`src/prs_pkg.sv`:
```
package prs_pkg;
  // Register byte offsets
  localparam logic [7:0] CTRL_OFS = 8'h00;
  localparam logic [7:0] DIV0_OFS = 8'h04;
  localparam logic [7:0] DIV1_OFS = 8'h08;
  localparam logic [7:0] STAT_OFS = 8'h0C;
  // Control field positions
  localparam int PLL_RESET_BIT = 0;
  localparam int PD_ENABLE_BIT = 1;
  localparam int MODE_LSB = 2;
  localparam int SWITCH_REQ_BIT = 4;
  localparam int SELF_RESET_BIT = 5;
  // Divider field positions, high and low counts are 9 bits (1..511)
  localparam int HIGH_LSB = 0;
  localparam int LOW_LSB = 16;
  localparam int CNT_W = 9;
  // Status field positions
  localparam int BAD_LSB = 0;
  localparam int ACTIVE_BIT = 2;
  localparam int LOCKED_BIT = 3;
  localparam int CASCADE_BIT = 4;
  // Values after reset
  localparam logic [31:0] CTRL_RST = 32'h0000_0002;
  localparam logic [8:0] HIGH_RST = 9'h001;
  localparam logic [8:0] LOW_RST = 9'h001;
  // Timing: reference period and derived counts at 100 MHz
  localparam int CLK_MHZ = 100;
  localparam int REF_PERIOD_NS = 40;
  localparam int REF_CYC = REF_PERIOD_NS * CLK_MHZ / 1000;
  localparam int STUCK_REF_CYCLES = 2;
  localparam logic [7:0] STUCK_CYC = 8'(STUCK_REF_CYCLES * REF_CYC);
  localparam logic [1:0] SWITCH_HOLD_EDGES = 2'h3;
  localparam logic [7:0] LOCK_EDGES = 8'h20;
  localparam logic [3:0] SELF_RESET_CYC = 4'h8;
  // Switchover modes
  typedef enum logic [1:0] {
    MODE_AUTO = 2'h0,
    MODE_MANUAL = 2'h1,
    MODE_OVERRIDE = 2'h2
  } prs_mode_t;
endpackage

```
`src/prs_ctrl.sv`:
```
`timescale 1ns/1ns
// How it works
// - Chained dividers divide by their product
// - Chaining fixed by strap, not by software
// - High and low counts set each duty
// - Gate off blocks phase detector, VCO holds
// - PLL reset clears dividers, outputs, lock
// - After reset release, relock on selected ref
// - Lock means 32 reference edges counted with detector on
// - Auto mode swaps away from stopped reference
// - Manual swap on request held three reference edges
// - Override request beats automatic decision
// - Two bad flags and active indicator out
// - Auto swaps back and forth without limit
// - No swap when both refs stopped
// - Bad flag when input stops toggling
// - Active indicator shows feeding input
// - Stuck two cycles raises flag, selects backup
// - Mux changes on falling edge of target
// - Primary reference selected after reset
// - Only rising request edge causes swap
// - Swap waits for target to be present
module prs_ctrl (
  // Clock, reset and freeze
  input wire logic pclk,
  input wire logic presetn,
  input wire logic clk_en,
  // APB slave
  input wire logic psel,
  input wire logic penable,
  input wire logic pwrite,
  input wire logic [7:0] paddr,
  input wire logic [31:0] pwdata,
  output logic [31:0] prdata,
  output logic pready,
  output logic pslverr,
  // Static configuration strap, caught after reset release
  input wire logic cascade_strap,
  // Reference clocks, sampled on pclk
  input wire logic primary_ref_clock,
  input wire logic backup_ref_clock,
  // PLL side outputs
  output logic pll_ref_clock,
  output logic phase_detector_active,
  output logic vco_nominal,
  output logic post_divider_0,
  output logic post_divider_1,
  // Status to fabric
  output logic [1:0] bad_clock,
  output logic active_ref,
  output logic pll_locked
);
  typedef enum logic [1:0] {SW_IDLE, SW_GATE, SW_SWAP} prs_sw_t;

  logic [31:0] ctrl;
  logic [8:0] high_cnt [2];
  logic [8:0] low_cnt [2];
  logic cascade;
  logic strap_taken;
  logic [1:0] ref_d;
  logic [1:0] ref_rise;
  logic [1:0] ref_fall;
  logic sel;
  prs_sw_t sw_state;
  logic req_d;
  logic req_armed;
  logic [1:0] req_edges;
  logic [7:0] lock_cnt;
  logic locked_d;
  logic [3:0] self_cnt;
  logic [1:0] div_out;

  // Bus decode and field selection
  wire access = psel & penable & clk_en;
  wire wr = access & pwrite;
  wire hit_ctrl = paddr == prs_pkg::CTRL_OFS;
  wire hit_div0 = paddr == prs_pkg::DIV0_OFS;
  wire hit_div1 = paddr == prs_pkg::DIV1_OFS;
  wire hit_stat = paddr == prs_pkg::STAT_OFS;
  wire mapped = hit_ctrl | hit_div0 | hit_div1 | hit_stat;
  wire pd_enable = ctrl[prs_pkg::PD_ENABLE_BIT];
  wire self_reset_en = ctrl[prs_pkg::SELF_RESET_BIT];
  wire [1:0] mode = ctrl[prs_pkg::MODE_LSB +: 2];
  wire switch_req = ctrl[prs_pkg::SWITCH_REQ_BIT];
  wire pll_reset = ctrl[prs_pkg::PLL_RESET_BIT] | (self_cnt != 4'h0);
  wire cur_bad = sel ? bad_clock[1] : bad_clock[0];
  wire alt_bad = sel ? bad_clock[0] : bad_clock[1];
  wire cur_rise = sel ? ref_rise[1] : ref_rise[0];
  wire cur_fall = sel ? ref_fall[1] : ref_fall[0];
  wire tgt_fall = sel ? ref_fall[0] : ref_fall[1];
  wire cur_level = sel ? ref_d[1] : ref_d[0];

  // Single pclk domain, the handshake waits only while clk_en is low
  assign pready = clk_en;
  assign pslverr = psel & penable & ~mapped;

  // Register writes; the cascade bit has no write path
  always_ff @(posedge pclk or negedge presetn) begin
    if (!presetn) begin
      ctrl <= prs_pkg::CTRL_RST;
    end else if (wr && hit_ctrl) begin
      ctrl <= pwdata;
    end
  end

  // Read data registered during the setup cycle
  wire [31:0] stat_word = {27'h0, cascade, pll_locked, active_ref, bad_clock};
  wire [31:0] div0_word = {7'h0, low_cnt[0], 7'h0, high_cnt[0]};
  wire [31:0] div1_word = {7'h0, low_cnt[1], 7'h0, high_cnt[1]};
  wire [31:0] rd_mux = hit_ctrl ? ctrl :
                       hit_div0 ? div0_word :
                       hit_div1 ? div1_word :
                       hit_stat ? stat_word : 32'h0000_0000;
  always_ff @(posedge pclk or negedge presetn) begin
    if (!presetn) begin
      prdata <= 32'h0000_0000;
    end else if (clk_en && psel && !penable) begin
      prdata <= rd_mux;
    end
  end

  // Chaining comes only from the strap, caught once after release
  always_ff @(posedge pclk or negedge presetn) begin
    if (!presetn) begin
      cascade <= 1'b0;
      strap_taken <= 1'b0;
    end else if (clk_en && !strap_taken) begin
      cascade <= cascade_strap;
      strap_taken <= 1'b1;
    end
  end

  // Sample references, the previous sample yields edges
  always_ff @(posedge pclk or negedge presetn) begin
    if (!presetn) begin
      ref_d <= 2'h0;
    end else if (clk_en) begin
      ref_d <= {backup_ref_clock, primary_ref_clock};
    end
  end

  // First divider edge, declared ahead of the loop that reads it
  logic div0_d;
  wire div_rise0 = div_out[0] & ~div0_d;

  // Per-input clock sense and post-scale dividers
  genvar gi;
  generate
    for (gi = 0; gi < 2; gi++) begin : g_ch
      // Per-input state; each divider keeps its own output flop
      logic [7:0] idle_cnt;
      logic [8:0] phase_cnt;
      logic flag;
      logic out_q;
      wire ref_now = gi == 0 ? primary_ref_clock : backup_ref_clock;
      wire tick = gi == 0 ? 1'b1 : (cascade ? div_rise0 : 1'b1);
      // Edges compare the live pin with the last sample
      assign ref_rise[gi] = ref_now & ~ref_d[gi];
      assign ref_fall[gi] = ~ref_now & ref_d[gi];
      assign bad_clock[gi] = flag;
      assign div_out[gi] = out_q;

      // A stopped input raises its flag, any edge clears it
      always_ff @(posedge pclk or negedge presetn) begin
        if (!presetn) begin
          idle_cnt <= 8'h00;
          flag <= 1'b0;
        end else if (clk_en) begin
          if (ref_rise[gi] || ref_fall[gi]) begin
            idle_cnt <= 8'h00;
            flag <= 1'b0;
          end else if (idle_cnt >= prs_pkg::STUCK_CYC) begin
            flag <= 1'b1;
          end else begin
            idle_cnt <= idle_cnt + 8'h01;
          end
        end
      end

      // Divider settings written by software
      always_ff @(posedge pclk or negedge presetn) begin
        if (!presetn) begin
          high_cnt[gi] <= prs_pkg::HIGH_RST;
          low_cnt[gi] <= prs_pkg::LOW_RST;
        end else if (wr && (gi == 0 ? hit_div0 : hit_div1)) begin
          high_cnt[gi] <= pwdata[prs_pkg::HIGH_LSB +: prs_pkg::CNT_W];
          low_cnt[gi] <= pwdata[prs_pkg::LOW_LSB +: prs_pkg::CNT_W];
        end
      end

      // Output high for high count ticks, then low for low count
      always_ff @(posedge pclk or negedge presetn) begin
        if (!presetn) begin
          phase_cnt <= 9'h001;
          out_q <= 1'b0;
        end else if (clk_en) begin
          if (pll_reset) begin
            phase_cnt <= 9'h001;
            out_q <= 1'b0;
          end else if (tick) begin
            if (out_q ? phase_cnt >= high_cnt[gi]
                      : phase_cnt >= low_cnt[gi]) begin
              phase_cnt <= 9'h001;
              out_q <= ~out_q;
            end else begin
              phase_cnt <= phase_cnt + 9'h001;
            end
          end
        end
      end
    end
  endgenerate

  // Rising edge of the first divider steps the second when chained
  always_ff @(posedge pclk or negedge presetn) begin
    if (!presetn) begin
      div0_d <= 1'b0;
    end else if (clk_en) begin
      div0_d <= div_out[0];
    end
  end
  // Divider outputs leave straight from their flops
  assign post_divider_0 = div_out[0];
  assign post_divider_1 = div_out[1];

  // Manual request: rising edge, then three reference edges held high
  wire req_rise = switch_req & ~req_d;
  wire manual_go = req_armed && switch_req &&
                   req_edges == prs_pkg::SWITCH_HOLD_EDGES;
  always_ff @(posedge pclk or negedge presetn) begin
    if (!presetn) begin
      req_d <= 1'b0;
      req_armed <= 1'b0;
      req_edges <= 2'h0;
    end else if (clk_en) begin
      req_d <= switch_req;
      if (req_rise) begin
        req_armed <= 1'b1;
        req_edges <= 2'h0;
      end else if (!switch_req || manual_go) begin
        req_armed <= 1'b0;
      end else if (req_armed && cur_rise) begin
        req_edges <= req_edges + 2'h1;
      end
    end
  end

  // Choose what starts a swap in each mode
  wire auto_go = cur_bad & ~alt_bad;
  // Mode 3 falls to the default and never starts a swap
  logic start_swap;
  always_comb begin
    unique case (mode)
      prs_pkg::MODE_AUTO: start_swap = auto_go;
      prs_pkg::MODE_MANUAL: start_swap = manual_go;
      // A held request masks the automatic decision
      prs_pkg::MODE_OVERRIDE: start_swap =
        switch_req ? manual_go : auto_go;
      default: start_swap = 1'b0;
    endcase
  end

  // Gate the reference once the state leaves SW_IDLE, wait for the current falling edge,
  // then move the select on the target's falling edge; a high phase under way is cut short
  always_ff @(posedge pclk or negedge presetn) begin
    if (!presetn) begin
      sw_state <= SW_IDLE;
      sel <= 1'b0;
    end else if (clk_en) begin
      unique case (sw_state)
        SW_IDLE: begin
          if (start_swap) begin
            sw_state <= SW_GATE;
          end
        end
        SW_GATE: begin
          // A dead current input has no edge left to wait for
          if (cur_fall || cur_bad || !cur_level) begin
            sw_state <= SW_SWAP;
          end
        end
        SW_SWAP: begin
          // A dead target shows no falling edge, so the swap waits
          if (tgt_fall) begin
            sel <= ~sel;
            sw_state <= SW_IDLE;
          end
        end
      endcase
    end
  end

  // Muxed reference, held low while the switch is in flight
  always_ff @(posedge pclk or negedge presetn) begin
    if (!presetn) begin
      pll_ref_clock <= 1'b0;
    end else if (clk_en) begin
      pll_ref_clock <= (sw_state == SW_IDLE) & cur_level;
    end
  end
  assign active_ref = sel;

  // Lock builds from steady reference edges while the detector runs;
  // it may not settle in one go if the reference wanders
  wire lock_ok = !pll_reset && !cur_bad && sw_state == SW_IDLE;
  always_ff @(posedge pclk or negedge presetn) begin
    if (!presetn) begin
      lock_cnt <= 8'h00;
    end else if (clk_en) begin
      if (!lock_ok) begin
        lock_cnt <= 8'h00;
      end else if (pd_enable && cur_rise &&
                   lock_cnt != prs_pkg::LOCK_EDGES) begin
        lock_cnt <= lock_cnt + 8'h01;
      end
    end
  end
  assign pll_locked = lock_cnt == prs_pkg::LOCK_EDGES;

  // Optional self reset pulse on loss of lock
  always_ff @(posedge pclk or negedge presetn) begin
    if (!presetn) begin
      locked_d <= 1'b0;
      self_cnt <= 4'h0;
    end else if (clk_en) begin
      locked_d <= pll_locked;
      if (self_reset_en && locked_d && !pll_locked) begin
        self_cnt <= prs_pkg::SELF_RESET_CYC;
      end else if (self_cnt != 4'h0) begin
        self_cnt <= self_cnt - 4'h1;
      end
    end
  end

  // Gated detector lets the VCO hold; reset parks it at nominal
  assign phase_detector_active = pd_enable & ~pll_reset;
  assign vco_nominal = pll_reset;
endmodule

```
`config.mk`:
```
export PLATFORM = sky130hd
export DESIGN_NAME = prs_ctrl
export DESIGN_NICKNAME = d
export VERILOG_FILES = /design/src/prs_pkg.sv /design/src/prs_ctrl.sv
export SDC_FILE = /design/constraint.sdc
export NUM_CORES = 1
export LEC_CHECK = 0
export BUFFER_PORTS_ARGS = -buffer_cell sky130_fd_sc_hd__buf_4
export CAP_MARGIN = 15
export CORE_MARGIN = 10
export CORE_UTILIZATION = 59
export CTS_CLUSTER_SIZE = 25
export DETAILED_ROUTE_END_ITERATION = 12
export HOLD_SLACK_MARGIN = 0.06
export PLACE_DENSITY = 0.91
export SLEW_MARGIN = 30
export SYNTH_ARGS = -nofsm -noshare
export SYNTH_HDL_FRONTEND = slang
export SYNTH_SLANG_ARGS = --single-unit
```
`constraint.sdc`:
```
create_clock -name pclk -period 3 [get_ports pclk]
set_input_delay 0.6 -clock pclk [delete_from_list [all_inputs] [get_ports pclk]]
set_output_delay 0.6 -clock pclk [all_outputs]
set_load 0.03 [all_outputs]
```
==> reports/summary.txt, run 1 <==
Mapped Cells = 800
slew margin rel. = 58.9%
Cell variety after synth = 57
outcome = complete, no violations
grt ovf = 0
Max Clock Skew = 0.00891 ns
final setup vio count = 0
reg2reg path depth = 9
Total GRT Usage = 22.3%
TritonCTS Sinks = 164
grt met1 use = 26.9%
reg2reg start = g_ch[1].phase_cnt[0]
Hold Vio Cnt, Final = 0
worst path cell trace = inv_1 -> ha_1 -> or4b_1 -> or3_1 -> inv_1 -> buf_4
CP bufs+invs = 3
hold crit path type = in2async
cts hold-fix bufs = 0
Max VDD drop = 0.466 mV
placeable core area = 13900 um^2
worst-case clock buffer depth = 2
Pwr per Cell Area = 576 nW/um^2
die footprint = 19500 um^2
Worst Path Required = 2.40 ns
initial antenna violation count = 0
unrepaired setup endpoints after global routing = false
via count = 6638
R2R setup slack = 0.52 ns
Worst path max stage delay = 0.47 ns
Slew Viols, Final = 0
hold slack = 0.130 ns
vias in the first global route = 6879
CTS H-tree depth = 4
post-synthesis register bit count = 164
post-synthesis instance area = 8440 um^2
top post-synthesis cells by area = dfrtp_1 (47%), ha_1 (8.2%), mux2_4 (5.3%)
post-synth net total = 904
Startpoint Class = register
Seq/Total Area, Yosys = 48.7%
Die X = 140 um
drt wl/cell = 19.9 um
global-route wire length before repair = 35600 um
cell taking the most area after synthesis = dfrtp_1
Final nets = 998
hpwl dp = 15300 um
Leak = 5.09 nW
io pins = 92
Min Clock Period, post-route = 2.89 ns
slowest cell on the critical path = or4b_1
Async S/R FF share, synth = 100%
Starting Density = 60.6%
Post-CTS Setup Inserts = 0
DR vias/cell = 6.11
met3 usage in global routing = 7.08%
Inserted Diodes = 0
CTS tree = done
max frequency = 346 MHz
RD Place Congestion = 0.926
Crit Path Class = reg2out
busiest grt layer = met2
GRT met2 Usage = 36.2%
layout cell share with drive strength beyond 1 = 22.2%
top-count cell post-synth = dfrtp_1
FILL cells = 917
cell mode on critical path = inv_1
Crit. End Element = output pin
post-synth top area share = 46.5%
Final period util = 96.3%
root buffer cell = clkbuf_16
Pwr Total = 5.70 mW
Mapped Avg Cell Area = 10.6 um^2
ys flop type = dfrtp_1
Die Ht = 140 um
ANT nets after route = 0
DR DRC count = 0
DRT iter0 DRCs = 820
measured slew at the worst slew-check pin = 0.616 ns
Max Cap Viol = 0
R2R Path End = g_ch[1].phase_cnt[4]
delay-heaviest family, CP = simple AND/OR/NAND/NOR gates
Post-synth EDFFs = 0
Syn-to-layout area delta = 17.2%
Worst-path clk slew = 0.06 ns
Skew-Pair Late Insertion Delay = 0.44 ns
post-cts resize count = 0
Ys Warns = 0
largest net degree at the start of global routing = 61
Pre-antenna DRT Iters = 5
CP Max Fanout = 5
final setup TNS = 0 ns
Final Routed Wirelength = 21600 um
Num CTS Buffers = 17
worst path arrival time = 2.29 ns
FP Rows = 43
top post-synthesis cells by count = dfrtp_1 (157), nand2_1 (85), o21ai_0 (85)
port bufs = 91
==> kinds of logic (layout without fill, tap and decap cells) <==
| logic type | Yosys count | after routing | share of synthesized area, % |
|---|---|---|---|
| AO/OA/AOI/OAI | 182 | 182 | 13.1 |
| XOR/XNOR | 11 | 11 | 1.14 |
| adder cells (fa/ha/maj) | 55 | 55 | 8.15 |
| buffers and inverters | 95 | 202 | 5.10 |
| flip-flops | 164 | 164 | 48.7 |
| multiplexers | 64 | 64 | 10.3 |
| AND/OR/NAND/NOR | 229 | 229 | 13.4 |
==> final cells by class <==
type                            instances  area [um^2]  area share, %
Sequential cell                       164         4110           41.6
Timing Repair Buffer                  108          827           8.36
Inverter                               62          233           2.35
Multi-Input combinational cell        541         3920           39.6
Tap cell                              180          225           2.28
Clock inverter                         10          135           1.37
Clock buffer                           22          444           4.49
==> metrics by stage <==
stage	util, %	instance area, um^2	std cells	worst slack (ns)
after CTS	71.0	9900	1087	0.107
after global routing	71.0	9900	1087	0.0378
after floorplan	-	8440	800	0.702
after detailed placement	66.9	9320	1055	0.329
final	71.0	9900	1087	0.112
after global placement	66.9	9320	1055	0.359
==> power breakdown <==
part	switching [mW]	internal, mW	leakage, nW
combinational	0.590	0.419	2.74
clock	0.854	1.30	0.282
sequential	0.186	2.35	2.07
total	1.63	4.07	5.09
==> worst max path at each step <==
stage | start | endpoint | slack [ns] | cells past startpoint
detailed placement | paddr[5] | ctrl[24] | 0.33 | 7
floorplan | g_ch[1].phase_cnt[0] | g_ch[1].phase_cnt[6] | 0.70 | 9
finish | lock_cnt[0] | pll_locked | 0.11 | 6
CTS | lock_cnt[0] | pll_locked | 0.11 | 6
global placement | paddr[5] | ctrl[19] | 0.36 | 7
global route | lock_cnt[0] | pll_locked | 0.04 | 6
==> registers in the layout, summed over array words and instances, names as in the netlist, 4 cells and up <==
| name | cells |
|---|---|
| div0_word | 18 |
| ctrl | 32 |
| lock_cnt | 8 |
| self_cnt | 4 |
| g_ch.phase_cnt | 18 |
| g_ch.idle_cnt | 16 |
| prdata | 32 |
| div1_word | 18 |
==> metal layers <==
metal	wire, um	share of wire, %
met4	800	3.7
met2	10300	48
met5	0	0
met3	1720	8.0
met1	8770	41
==> placed cells by master (no fill, tap or decap), types with 7 or more instances in the layout <==
master,instances
dfrtp_1,157
buf_4,106
nand2_1,85
o21ai_0,85
inv_1,62
ha_1,55
nor2_1,44
a21oi_1,39
mux2_4,30
a22o_1,26
clkbuf_16,17
mux2i_1,15
nand4_1,14
mux2_2,14
nand3_1,13
and3_1,11
and2_1,11
nor3_1,11
nand2b_1,10
dfstp_2,7
(Power assumes the default switching activity.)
==> run 2: changes to the inputs <==
- ABC_AREA: not set -> 1
- PLACE_DENSITY: 0.91 -> 0.83
==> run 2 against run 1 <==
Net effect: via count grew 9.1%; highest routed layer unchanged; setup slack better by 0.44 ns; sequential power down 3%; largest cell class unchanged; critical path depth grew 1; wire length shrank 0.71%.
==> reports/summary.txt, run 2 <==
Pwr Total = 5.57 mW (-2.3%)
placeable core area = 14400 um^2 (+3.5%)
Post-synth EDFFs = 0 (unchanged)
Inserted Diodes = 0 (unchanged)
max frequency = 409 MHz (+18%)
Final period util = 81.5% (-15 points)
Post-CTS Setup Inserts = 0 (unchanged)
root buffer cell = clkbuf_16
Int Power = 3.91 mW (-3.9%)
Num CTS Buffers = 17 (unchanged)
outcome = complete, no violations
Total GRT Usage = 21.9% (-0.49 points)
global-route wire length before repair = 35400 um (-0.58%)
most frequent cells in the layout = nand2_1 (276), dfrtp_1 (157), inv_1 (153)
ys flop type = dfrtp_1
Worst-path clk slew = 0.07 ns (about the same)
worst slack, placed = 0.558 ns (+0.229 ns)
hpwl dp = 15200 um (-0.42%)
Syn-to-layout area delta = 17.0%
Final Routed Wirelength = 21500 um (-0.71%)
final setup TNS = 0 ns (unchanged)
via count = 7244 (+9.1%)
Net Sw Frac = 29.7% (+1.1 points)
commonest non-fill, non-tap cell in the layout = nand2_1
Mapped Avg Cell Area = 8.22 um^2 (-22%)
port bufs = 91 (unchanged)
Pwr per Cell Area = 551 nW/um^2 (-4.3%)
largest net degree at the start of global routing = 75 (+23%)
Mapped Cells = 1050 (+31%)
CP Launch Point = paddr[1]
top post-synthesis cells by count = nand2_1 (276), dfrtp_1 (157), inv_1 (153)
FILL cells = 1149 (+25%)
TritonCTS Sinks = 164 (unchanged)
cell taking the most area after synthesis = dfrtp_1
Async S/R FF share, synth = 100% (unchanged)
Die Ht = 141 um (+0.97%)
io pins = 92 (unchanged)
Largest regs = ctrl: 32 flops, prdata: 32 flops
initial antenna violation count = 0 (unchanged)
slew margin rel. = 52.6% (-6.2 points)
Gate power share = 15.6% (-2.1 points)
Starting Density = 59.9% (-0.72 points)
post-synthesis instance area = 8630 um^2 (+2.3%)
Startpoint Class = input port
post-cts resize count = 0 (unchanged)
Slew Viols, Final = 0 (unchanged)
Reg area = 4110 um^2 (unchanged)
measured slew at the worst slew-check pin = 0.711 ns (+0.0948 ns)
vias in the first global route = 7172 (+4.3%)
hold slack = 0.187 ns (+0.0573 ns)
post-synth net total = 1154 (+28%)
Leak = 5.34 nW (+4.9%)
Max VDD drop = 0.474 mV (+1.8%)
grt ovf = 0 (unchanged)
CP Max Fanout = 22 (+17)
DRT iter0 DRCs = 599 (-27%)
post-synthesis register bit count = 164 (unchanged)
final worst slack = 0.554 ns (+0.442 ns)
Worst Path Required = 2.40 ns (about the same)
Min Clock Period, post-route = 2.45 ns (-0.442 ns)
CTS H-tree depth = 4 (unchanged)
Die X = 141 um (+0.97%)
unrepaired setup endpoints after global routing = false
share of the core filled with cells = 70.0% (-0.99 points)
worst-case clock buffer depth = 2 (unchanged)
ANT nets after route = 0 (unchanged)
Seq/Total Area, Yosys = 47.6% (-1.1 points)
Multi-input gate area = 3760 um^2 (-3.9%)
DP Cell Count = 1301 (+23%)
switching pwr = 1.65 mW (+1.5%)
non-filler cells, final = 1333 (+23%)
drt wl/cell = 16.1 um (-19%)
Cell variety after synth = 40 (-30%)
DR DRC count = 0 (unchanged)
Max Cap Viol = 0 (unchanged)
Hold Vio Cnt, Final = 0 (unchanged)
Clock power frac = 40.1% (+2.2 points)
Final Cell Area = 10100 um^2 (+2.1%)
Final nets = 1240 (+24%)
DR vias/cell = 5.43 (-11%)
worst path arrival time = 1.85 ns (-0.44 ns)
Crit Path Class = in2out
Max Clock Skew = 0.0102 ns (+0.00130 ns)
Post-DP Area = 9500 um^2 (+2.0%)
Skew-Pair Late Insertion Delay = 0.44 ns (about the same)
hold crit path type = in2async
Pre-antenna DRT Iters = 5 (unchanged)
top-count cell post-synth = nand2_1
reg2reg start = self_cnt[1]
CTS tree = done
die footprint = 19900 um^2 (+2.0%)
sequential power share = 44.3% (-0.2 points)
top post-synthesis cells by area = dfrtp_1 (46%), nand2_1 (12%), ha_1 (8.0%)
layout cell share with drive strength beyond 1 = 14.8% (-7.4 points)
post-synth top area share = 45.5% (-1.0 points)
RD Place Congestion = 0.891 (-3.8%)
cts hold-fix bufs = 0 (unchanged)
FP Rows = 44 (+2.3%)
final setup vio count = 0 (unchanged)
Ys Warns = 0 (unchanged)
Crit. End Element = output pin
## run 2: changes by cell type after synthesis, sizes merged, moves of 15 or more
cell / previous run / this run
mux2i: 15 / 0
nor2: 44 / 90
a22o: 26 / 0
nand2: 85 / 280
mux2: 44 / 14
inv: 62 / 159
nand3: 13 / 65
## run 2: area by class of cell
type	instances	area share (%)
sequential	164	40.7
multi-input combinational	693	37.3
timing repair buffer	100	7.84
inverter	160	5.95
clock buffer	19	4.29
tap	184	2.28
clock inverter	13	1.65
## run 2: worst max-delay path, cell delays in order
cell	delay [ns]
buf_4	0.11
nor2_2	0.13
nand2_1	0.12
nor3_4	0.25
buf_4	0.32
nor3_1	0.11
buf_4	0.19
## run 2: layer usage
metal  vias up  wire length (um)  global-route usage [%]
li1       3513                 -                       -
met1      3427              9090                    27.9
met2       269             10400                    35.6
met3        35              1630                    5.21
met4         0               376                    7.39
met5         -                 0                       0
## run 2: cell families (layout without fill, tap and decap cells)
kind of cell	count (synthesis)	after routing	synth area share, %
buffers and inverters	193	292	8.84
DFF	164	164	47.6
xor gates and xnor gates	14	14	1.42
and+or+nand+nor	469	469	22.9
adders and majority gates	55	55	7.97
AOI/OAI and AO/OA	141	141	8.85
muxes	14	14	2.43
## run 2: path summary, 6_finish.rpt
kind	endpoint	slack (ns)	cells past startpoint
min in group pclk	ref_d[0]	0.39	3
max reg2reg	g_ch[1].phase_cnt[8]	1.02	11
max in group asynchronous	ctrl[1]	2.05	2
min reg2reg	strap_taken	0.46	2
max	pslverr	0.55	7
min	ctrl[13]	0.19	1
## run 2: power groups by stage
| stage | Combinational (mW) | Sequential, mW | Clock (mW) |
|---|---|---|---|
| 2_1_floorplan | 0.457 | 2.57 | 0 |
| 3_3_place_gp | 0.833 | 2.49 | 0 |
| 3_5_place_dp | 0.869 | 2.50 | 0 |
| 4_1_cts | 0.876 | 2.46 | 2.25 |
| 5_1_grt | 0.972 | 2.48 | 2.34 |
| 6_report | 0.868 | 2.46 | 2.24 |
==> run 3: changes to the inputs <==
- CORE_UTILIZATION: 59 -> 54
- PLACE_DENSITY: 0.83 -> 0.8
- clock period: 3 -> 2.07 ns (I/O delays scaled with it)
==> run 3 against run 2 <==
Net effect: total power is 43% higher; sequential cell count stayed put; clock-buffer cell count did not move; worst hold slack improved by 0.025 ns; combinational power up 51%; critical endpoint is now pll_locked; global-route usage fell by 0.91 points.
==> reports/summary.txt, run 3 (synthesis results as in run 2) <==
outcome = complete, no violations
non-filler cells, final = 1387 (+4.1%)
Max VDD drop = 0.580 mV (+22%)
worst path cell trace = inv_1 -> nand2_1 -> nor3_2 -> nand3_1 -> inv_2 -> buf_4
vias in the first global route = 7350 (+2.5%)
R2R setup slack = 0.19 ns (-0.83 ns)
Multi-input gate area = 3790 um^2 (+0.66%)
Pwr per Cell Area = 771 nW/um^2 (+40%)
Pre-antenna DRT Iters = 5 (unchanged)
io pins = 92 (unchanged)
Gate power share = 16.6% (+1.0 points)
DP Cell Count = 1350 (+3.8%)
DR DRC count = 0 (unchanged)
Leak = 5.42 nW (+1.6%)
TritonCTS Sinks = 164 (unchanged)
die footprint = 21400 um^2 (+7.9%)
Die X = 146 um (+3.9%)
via count = 7391 (+2.0%)
CTS H-tree depth = 4 (unchanged)
Int Power = 5.59 mW (+43%)
Reg area = 4110 um^2 (unchanged)
Startpoint Class = register
drt wl/cell = 15.8 um (-1.6%)
placeable core area = 15800 um^2 (+9.3%)
final worst slack = 0.0743 ns (-0.480 ns)
Syn-to-layout area delta = 19.2%
worst slack, placed = 0.182 ns (-0.376 ns)
Skew-Pair Late Insertion Delay = 0.43 ns (about the same)
Worst path max stage delay = 0.42 ns (+0.10 ns)
Max Clock Skew = 0.00596 ns (-0.00424 ns)
commonest non-fill, non-tap cell in the layout = nand2_1
DR vias/cell = 5.33 (-1.9%)
RD Place Congestion = 0.925 (+3.8%)
largest net degree at the start of global routing = 54 (-28%)
layout cell share with drive strength beyond 1 = 16.8% (+2.0 points)
grt ovf = 0 (unchanged)
final setup vio count = 0 (unchanged)
Max Cap Viol = 0 (unchanged)
Clock power frac = 38.4% (-1.7 points)
Min Clock Period, post-route = 2.00 ns
slowest cell on the critical path = dfrtp_1
port bufs = 91 (unchanged)
Final nets = 1261 (+1.7%)
sequential power share = 45.1% (+0.8 points)
Largest regs = ctrl: 32 flops, prdata: 32 flops
Die Ht = 146 um (+3.9%)
Num CTS Buffers = 17 (unchanged)
slew margin rel. = 66.6% (+14 points)
Net Sw Frac = 29.6% (-0.16 points)
DRT iter0 DRCs = 629 (+5.0%)
CTS tree = done
measured slew at the worst slew-check pin = 0.501 ns (-0.210 ns)
Crit. End Element = output pin
max frequency = 501 MHz
hpwl dp = 15700 um (+2.9%)
Worst-path clk slew = 0.06 ns (about the same)
root buffer cell = clkbuf_16
Final Routed Wirelength = 22000 um (+2.4%)
Total GRT Usage = 20.9% (-0.91 points)
most frequent cells in the layout = nand2_1 (276), dfrtp_1 (157), inv_1 (152)
worst-case clock buffer depth = 2 (unchanged)
Crit Path Class = reg2out
Worst Path Required = 1.66 ns (-0.74 ns)
initial antenna violation count = 0 (unchanged)
FILL cells = 1296 (+13%)
Final period util = 96.4%
worst path arrival time = 1.58 ns (-0.27 ns)
CP Max Fanout = 4 (-82%)
Hold Vio Cnt, Final = 0 (unchanged)
Slew Viols, Final = 0 (unchanged)
ANT nets after route = 0 (unchanged)
hold crit path type = in2reg
FP Rows = 46 (+4.5%)
Starting Density = 54.8% (-5.1 points)
switching pwr = 2.35 mW (+42%)
global-route wire length before repair = 36800 um (+3.9%)
## run 3: layout make-up
class | count | share of cell area (%)
sequential | 164 | 39.9
tap | 216 | 2.63
multi-input combinational | 693 | 36.8
inverter | 160 | 5.83
clock inverter | 13 | 1.20
timing repair buffer | 121 | 9.25
antenna | 1 | 0.0243
clock buffer | 19 | 4.30
## run 3: final timing paths
kind / to / cells after the start / startpoint
worst max register to register: lock_cnt[4] / 10 / self_cnt[0]
worst min-delay path: ctrl[10] / 2 / pwdata[10]
min in group asynchronous: ctrl[18] / 2 / presetn
worst max-delay path: pll_locked / 6 / lock_cnt[4]
max in group asynchronous: g_ch[0].phase_cnt[0] / 3 / presetn
worst min register to register: prdata[11] / 2 / prdata[11]
## run 3: power groups by stage
| stage | logic [mW] | registers (mW) | clock network [mW] |
|---|---|---|---|
| after CTS | 1.29 | 3.58 | 3.08 |
| final | 1.31 | 3.58 | 3.04 |
| after global placement | 1.24 | 3.62 | 0 |
| after detailed placement | 1.26 | 3.63 | 0 |
| after global routing | 1.47 | 3.60 | 3.22 |
| after floorplan | 0.663 | 3.72 | 0 |
## run 3: what timing repair did
action / CTS / global route
setup buffers: 1 / 2
endpoints found under the setup margin: 3 / 12
hold endpoints to repair: 47 / 0
hold buffers: 1 / 0
pin swaps: 1 / 1
gates resized for setup: 2 / 4
## run 3: stage by stage
stage	cell area [um^2]	util, %	hold slack, ns	TNS, ns	power, mW
6_report	10300	65.3	0.213	0	7.94
4_1_cts	10300	65.0	0.196	0	7.95
5_1_grt	10300	65.3	0.203	-0.0414	8.29
3_5_place_dp	9670	61.3	0.400	0	4.89
2_1_floorplan	8630	-	0.118	0	4.38
3_3_place_gp	9670	61.3	0.397	0	4.85
## run 3: per-layer routing
| metal | routed length [um] | up-vias | GRT usage (%) |
|---|---|---|---|
| li1 | - | 3557 | - |
| met1 | 9690 | 3527 | 27.6 |
| met2 | 10300 | 276 | 33.2 |
| met3 | 1610 | 31 | 4.88 |
| met4 | 355 | 0 | 6.96 |
| met5 | 0 | - | 0 |
## run 3: critical path: cells and delay by family (launching register included)
| kind | cells | cell delay (ns) |
|---|---|---|
| DFF | 1 | 0.42 |
| and+or+nand+nor | 3 | 0.37 |
| buffers and inverters | 3 | 0.37 |
